### config.mk
export PLATFORM = sky130hd
export DESIGN_NAME = pulse_train_width_capture
export DESIGN_NICKNAME = d
export VERILOG_FILES = /design/src/pulse_train_width_capture.v
export VERILOG_INCLUDE_DIRS = /design/src /design/src/src
export SDC_FILE = /design/constraint.sdc
export NUM_CORES = 1
export LEC_CHECK = 0
export BUFFER_PORTS_ARGS = -buffer_cell sky130_fd_sc_hd__clkbuf_2
export CAP_MARGIN = 10
export CORE_ASPECT_RATIO = 1.5
export CORE_MARGIN = 5
export CORE_UTILIZATION = 45
export DETAILED_ROUTE_END_ITERATION = 8
export GPL_TIMING_DRIVEN = 0
export PLACE_DENSITY = 0.7
export SYNTH_ARGS = -nofsm -noshare
export SYNTH_HDL_FRONTEND = slang
export SYNTH_SLANG_ARGS = --single-unit
### constraint.sdc
create_clock -name sys_clk -period 5.9 [get_ports sys_clk]
set_input_delay 1.18 -clock sys_clk [delete_from_list [all_inputs] [get_ports sys_clk]]
set_output_delay 1.18 -clock sys_clk [all_outputs]
set_load 0.02 [all_outputs]
### src/pulse_train_width_capture_map.vh
// constants for the pulse train width capture block
// assumes a 125 MHz system clock
// What this block does
// - widths counted in ticks of 1/7372800 second
// - each width is a 16-bit unsigned value, 1 to 65535
// - start edge select 0 arms on falling, 1 on rising
// - nothing recorded before start edge; wait forever for it
// - widths beyond counter range stored as 65535
// - high and low widths stored in order after start edge
// - exactly the requested number of widths measured, then stop; a width that finds the fifo full is dropped
// - done signalled only after the last width is measured and the fifo and output stage have drained
// - capture input is input only, never driven
`ifndef PULSE_TRAIN_WIDTH_CAPTURE_MAP_VH
`define PULSE_TRAIN_WIDTH_CAPTURE_MAP_VH
`define PTWC_CLK_HZ        125000000
`define PTWC_TICK_HZ       7372800
`define PTWC_PHASE_W       32
// phase increment = 2^32 * tick / clk
`define PTWC_PHASE_INC     ((64'd7372800 << 32) / 64'd125000000)
`define PTWC_WIDTH_W       16
`define PTWC_WIDTH_MAX     16'hffff
`define PTWC_COUNT_W       16
`define PTWC_FIFO_DEPTH    32
`define PTWC_EDGE_FALL     1'b0
`define PTWC_EDGE_RISE     1'b1
`endif

### src/pulse_train_width_capture.v
// pulse train width capture with output fifo
// assumes the capture pin is a plain input; start pulses from software logic
`timescale 1ns/10ps
`default_nettype none
`include "pulse_train_width_capture_map.vh"

module width_fifo #(
    parameter WIDTH = 16,
    parameter DEPTH = 32,
    parameter AW    = 5
) (
    // clock and reset
    input  wire             sys_clk,
    input  wire             rst,
    // fill side
    input  wire             in_valid,
    output wire             in_ready,
    input  wire [WIDTH-1:0] in_data,
    // drain side
    output wire             out_valid,
    input  wire             out_ready,
    output wire [WIDTH-1:0] out_data
);
    reg [WIDTH-1:0] mem [0:DEPTH-1];
    reg [AW-1:0]    wr_q;
    reg [AW-1:0]    rd_q;
    reg [AW:0]      cnt_q;
    wire            push;
    wire            pop;

    assign in_ready  = (cnt_q != DEPTH);
    assign out_valid = (cnt_q != 0);
    assign out_data  = mem[rd_q];
    assign push      = in_valid && in_ready;
    assign pop       = out_valid && out_ready;

    always @(posedge sys_clk) begin
        if (push) begin
            mem[wr_q] <= in_data;
        end
    end

    always @(posedge sys_clk) begin
        if (rst) begin
            wr_q  <= {AW{1'b0}};
            rd_q  <= {AW{1'b0}};
            cnt_q <= {(AW+1){1'b0}};
        end else begin
            if (push) begin
                wr_q <= wr_q + 1'b1;
            end
            if (pop) begin
                rd_q <= rd_q + 1'b1;
            end
            if (push && !pop) begin
                cnt_q <= cnt_q + 1'b1;
            end else if (pop && !push) begin
                cnt_q <= cnt_q - 1'b1;
            end
        end
    end
endmodule

module pulse_train_width_capture #(
    parameter WIDTH_W    = `PTWC_WIDTH_W,
    parameter COUNT_W    = `PTWC_COUNT_W,
    parameter FIFO_DEPTH = `PTWC_FIFO_DEPTH,
    parameter FIFO_AW    = 5
) (
    // clock and reset
    input  wire               sys_clk,
    input  wire               rst,
    // capture pin, input only
    input  wire               capture_pin,
    // control
    input  wire               start,
    input  wire               start_edge_select,
    input  wire [COUNT_W-1:0] width_count_target,
    output reg                busy_q,
    output reg                done_q,
    // width stream
    output reg                width_valid_q,
    input  wire               width_ready,
    output reg  [WIDTH_W-1:0] width_data_q
);
    localparam ST_IDLE = 2'd0;
    localparam ST_ARM  = 2'd1;
    localparam ST_MEAS = 2'd2;
    localparam ST_WAIT = 2'd3;

    // tick increment, cut on purpose to the accumulator plus carry
    localparam [63:0]               PHASE_INC_FULL = `PTWC_PHASE_INC;
    localparam [`PTWC_PHASE_W:0]    PHASE_INC      = PHASE_INC_FULL[`PTWC_PHASE_W:0];

    reg  [1:0]                state_q;
    reg                       sync1_q;
    reg                       sync2_q;
    reg                       prev_q;
    reg                       edge_q;
    reg  [`PTWC_PHASE_W-1:0]  phase_q;
    reg                       tick_q;
    reg  [WIDTH_W-1:0]        width_q;
    reg  [COUNT_W-1:0]        left_q;
    reg                       push_q;
    reg  [WIDTH_W-1:0]        push_data_q;
    wire                      fifo_in_ready;
    wire                      fifo_out_valid;
    wire [WIDTH_W-1:0]        fifo_out_data;
    wire                      rise;
    wire                      fall;
    wire                      start_hit;
    wire [`PTWC_PHASE_W:0]    phase_sum;

    assign rise      = sync2_q && !prev_q;
    assign fall      = !sync2_q && prev_q;
    assign start_hit = (edge_q == `PTWC_EDGE_RISE) ? rise : fall;
    assign phase_sum = {1'b0, phase_q} + PHASE_INC;

    // synchroniser and edge history
    always @(posedge sys_clk) begin
        if (rst) begin
            sync1_q <= 1'b0;
            sync2_q <= 1'b0;
            prev_q  <= 1'b0;
        end else begin
            sync1_q <= capture_pin;
            sync2_q <= sync1_q;
            prev_q  <= sync2_q;
        end
    end

    // fractional tick divider
    always @(posedge sys_clk) begin
        if (rst || state_q != ST_MEAS || rise || fall) begin
            phase_q <= {`PTWC_PHASE_W{1'b0}};
            tick_q  <= 1'b0;
        end else begin
            phase_q <= phase_sum[`PTWC_PHASE_W-1:0];
            tick_q  <= phase_sum[`PTWC_PHASE_W];
        end
    end

    // capture sequencer
    always @(posedge sys_clk) begin
        if (rst) begin
            state_q     <= ST_IDLE;
            edge_q      <= `PTWC_EDGE_FALL;
            width_q     <= {WIDTH_W{1'b0}};
            left_q      <= {COUNT_W{1'b0}};
            push_q      <= 1'b0;
            push_data_q <= {WIDTH_W{1'b0}};
            busy_q      <= 1'b0;
            done_q      <= 1'b0;
        end else begin
            push_q <= 1'b0;
            done_q <= 1'b0;
            case (state_q)
            ST_IDLE: begin
                if (start && width_count_target != 0) begin
                    edge_q  <= start_edge_select;
                    left_q  <= width_count_target;
                    busy_q  <= 1'b1;
                    state_q <= ST_ARM;
                end
            end
            ST_ARM: begin
                if (start_hit) begin
                    width_q <= {WIDTH_W{1'b0}};
                    state_q <= ST_MEAS;
                end
            end
            ST_MEAS: begin
                if (rise || fall) begin
                    // closing edge stores interval, counter restarts
                    push_q      <= 1'b1;
                    push_data_q <= (width_q == {WIDTH_W{1'b0}}) ?
                                   {{(WIDTH_W-1){1'b0}}, 1'b1} : width_q;
                    width_q     <= {WIDTH_W{1'b0}};
                    left_q      <= left_q - 1'b1;
                    if (left_q == {{(COUNT_W-1){1'b0}}, 1'b1}) begin
                        state_q <= ST_WAIT;
                    end
                end else if (tick_q && width_q != `PTWC_WIDTH_MAX) begin
                    width_q <= width_q + 1'b1;
                end
            end
            ST_WAIT: begin
                if (!push_q && !fifo_out_valid && !width_valid_q) begin
                    busy_q  <= 1'b0;
                    done_q  <= 1'b1;
                    state_q <= ST_IDLE;
                end
            end
            default: begin
                state_q <= ST_IDLE;
            end
            endcase
        end
    end

    width_fifo #(
        .WIDTH (WIDTH_W),
        .DEPTH (FIFO_DEPTH),
        .AW    (FIFO_AW)
    ) u_fifo (
        .sys_clk   (sys_clk),
        .rst       (rst),
        .in_valid  (push_q),
        .in_ready  (fifo_in_ready),
        .in_data   (push_data_q),
        .out_valid (fifo_out_valid),
        .out_ready (!width_valid_q || width_ready),
        .out_data  (fifo_out_data)
    );

    // registered output stage
    always @(posedge sys_clk) begin
        if (rst) begin
            width_valid_q <= 1'b0;
            width_data_q  <= {WIDTH_W{1'b0}};
        end else if (!width_valid_q || width_ready) begin
            width_valid_q <= fifo_out_valid;
            width_data_q  <= fifo_out_data;
        end
    end
endmodule

`default_nettype wire

==> summary.md <==
| Metric | Value |
|---|---|
| Syn Area/Cell | `15.94 sq um` |
| Pin count of the biggest net entering global routing | `34` |
| Starting utilization of the core area | `45.45%` |
| Row cnt | `106` |
| Power per cell area | `394.2 nW/um^2` |
| YS warnings | `0` |
| Mapped Nets | `1632` |
| Routed WL | `62680 um` |
| Worst-Skew Late Latency | `0.60 ns` |
| Setup tns final | `0 ns` |
| Pins Over Slew Limit | `0` |
| Placed Area | `27000 sq um` |
| Reg2Reg Depth | `12` |
| Nets | `1768` |
| RSZ-0062 raised after global routing | `false` |
| CTS max path bufs | `3` |
| CP max FO | `6` |
| Hold-fix buffers, CTS | `0` |
| # IOs | `41` |
| Mapped cell area | `25320 sq um` |
| Vias in the first global route | `15033` |
| DRC | `0` |
| Largest delay contributor family on the critical path | `simple AND/OR/NAND/NOR gates` |
| # diodes | `0` |
| Total grt overflow | `0` |
| Internal power | `0.008113 W` |
| DR vias/cell | `6.028` |
| Crit path buf inv count | `2` |
| Syn Inst Count | `1588` |
| Slowest stage delay, CP | `0.61 ns` |
| Crit end category | `flop` |
| Clock root buffer | `clkbuf_16` |
| Worst slew pin tran | `1.241 ns` |
| Outcome | `finished clean` |
| All-Layer GR Usage | `20.16%` |
| Fin Clk Skew | `0.02980 ns` |
| Reg-to-Reg End | `u_fifo.cnt_q[5]` |
| Total design power | `0.01144 W` |
| Most used DFF post-synth | `edfxtp_1` |
| Met2 wire len | `33230 um` |
| Sequential Power Share | `44.2%` |
| Slack of the critical path | `2.316 ns` |
| Post-Route M1 WL | `22150 um` |
| Leak | `9.564 nW` |
| Comb power frac | `23.5%` |
| Synthesized flop and latch total | `635` |
| Number of H-tree levels | `2` |
| Top Metal Used | `met4` |
| CP Data Arrival Time | `4.05 ns` |
| Period utilization | `60.74%` |
| Post_cts resized | `0` |
| Core area | `55700 sq um` |
| CTS tree | `done` |
| Die Height | `300.5 um` |
| Req. time, crit path | `6.37 ns` |
| Slew headroom | `17.18%` |
| First drt pass iteration count | `5` |
| Setup slack, reg-to-reg | `2.32 ns` |
| Synth cell types | `71` |
| First DRT Iteration DRCs | `1294` |
| Final core occ | `52.09%` |
| Hold Crit Depth | `1` |
| Setup bufs post-CTS | `0` |
| Dpl hpwl | `41360 um` |
| CP Launch Type | `flop` |
| Worst VDD drop | `0.2869 mV` |
| GP Congestion | `0.8679` |
| Worst r2r src | `u_fifo.cnt_q[0]` |
| Clock sinks | `635` |
| Port buffer count | `40` |
| Maxcap violations | `0` |
| Final min period | `3.584 ns` |
| Final ANT Viol Nets | `0` |
| Fin. Hold Viols | `0` |
| Area of the die | `61200 sq um` |
| Final setup fails | `0` |
| P&R area growth vs syn | `14.61%` |
| Achievable Freq | `0.2790 GHz` |
| Critical-path top delay cell | `or4_1` |
| Critical path, cell by cell | `or4_1, nor3_1, nor2_1, inv_1, ha_1, inv_1, ha_1, nor2b_1, a311oi_1, o311ai_0, xnor2_1, nor2_1` |
| Final instance area | `29020 sq um` |
| Async set-reset flop share out of synthesis | `0%` |
| Layout cells sized above 1 | `19.53%` |
| CTS clk-pin slew, worst paths | `0.07 ns` |
| Clock share of power | `32.3%` |
| Pre-CTS WS | `2.068 ns` |
| Commonest non-fill, non-tap cell in the layout | `edfxtp_1` |
| Hold Path Class | `flop to flop` |
| Met3 routed WL | `3893 um` |
| Initial antenna violation count | `0` |
| Most frequent cells in the layout | `edfxtp_1, dfxtp_1, nand2_1, mux4_2, nor2_1` |
| Vias | `14914` |
| Net Sw Frac | `29.07%` |
| Floorplan die width | `203.7 um` |
| Switching pwr | `0.003326 W` |
| DR WL/cell | `25.34 um` |
| Num CTS Buffers | `56` |
| HP Start | `sync1_q` |
| Post-synthesis sequential area ratio | `70.46%` |
| Hold endpoint | `sync2_q` |
| Critical path type | `flop to flop` |
| Number of synthesized flops with an enable pin | `512` |
| Global-route wire length before repair | `92760 um` |
-- registers in the layout, summed over array words and instances, names as in the netlist, 2 cells and up --
name,cells
width_data_q,16
u_fifo.mem,512
phase_q,32
width_q,16
u_fifo.rd_q,5
u_fifo.wr_q,5
u_fifo.cnt_q,6
state_q,2
push_data_q,16
left_q,16
-- layout make-up --
| class | count | area, sq um |
|---|---|---|
| plain buffers | 81 | 346.6 |
| clock buffers | 67 | 1474 |
| clock inverters | 39 | 386.6 |
| fillers | 4445 | 26690 |
| inverters | 32 | 120.1 |
| multi-input cells | 840 | 7089 |
| flip-flops and latches | 635 | 17840 |
| well taps | 702 | 878.3 |
| repair buffers | 78 | 879.6 |
-- metal layers --
layer,up-vias,track usage [%]
li1,6493,-
met1,7620,23.75
met2,658,36.85
met3,143,2.209
met4,0,9.320
met5,-,0
-- worst max-delay path by stage --
stage                          from               to  slack [ns]  depth (start not counted)
global placement        width_ready  u_fifo.cnt_q[5]        2.18                         13
global route        u_fifo.cnt_q[0]  u_fifo.cnt_q[5]        2.04                         12
finish              u_fifo.cnt_q[0]  u_fifo.cnt_q[5]        2.32                         12
floorplan               width_ready  u_fifo.cnt_q[5]        2.77                         11
CTS                 u_fifo.cnt_q[0]  u_fifo.cnt_q[5]        2.32                         12
detailed placement      width_ready  u_fifo.cnt_q[5]        2.07                         12
-- logic make-up after synthesis --
kind of cell | count (synthesis) | synth area share (%)
xor gates and xnor gates | 38 | 1.315
and+or+nand+nor | 356 | 6.816
AOI/OAI and AO/OA | 251 | 6.801
muxes | 173 | 11.65
DFF | 635 | 70.46
buffers and inverters | 113 | 1.844
adders and majority gates | 22 | 1.117
-- per-stage QoR --
stage,std cells,hold WS (ns)
global placement,2330,0.4310
global route,2474,0.4650
CTS,2468,0.4448
finish,2474,0.4426
detailed placement,2362,0.4277
floorplan,1588,0.4138
-- Yosys cell counts, drive strengths merged (4+ instances only) --
library cell  count  area share [%]
or4               5            0.19
clkbuf           53            0.79
o22ai            17            0.42
xnor2            16            0.55
a211oi           20            0.59
a21oi            75             1.5
dfxtp           123             9.7
nand3b            5            0.15
or3              11            0.27
nand3            21            0.42
o221ai           15            0.52
nand2b           13            0.32
or2               6            0.15
a32o             16            0.63
nand4            10            0.31
nor2            118             1.8
o21ai            30            0.61
buf              28            0.58
nor3             15            0.30
and3              7            0.18
a21boi            6            0.21
nand2            98             1.5
o211ai            4            0.14
mux2i            73             2.9
nor4             14            0.35
nor4b             4            0.14
nor2b            18            0.44
mux4             97             8.6
a21o              6            0.18
a22oi            32            0.95
edfxtp          512              61
xor2             22            0.76
ha               21             1.0
o31ai             4            0.17
inv              32            0.47
-- power groups by stage --
stage / Sequential [W] / Combinational, W / Clock (W)
after detailed placement: 0.00515 / 0.00269 / 0
after global routing: 0.00508 / 0.00290 / 0.00393
after CTS: 0.00506 / 0.00270 / 0.00373
after floorplan: 0.00516 / 0.00191 / 0
final: 0.00506 / 0.00269 / 0.00369
after global placement: 0.00514 / 0.00263 / 0
No activity file was read; power rests on OpenSTA's default activity.
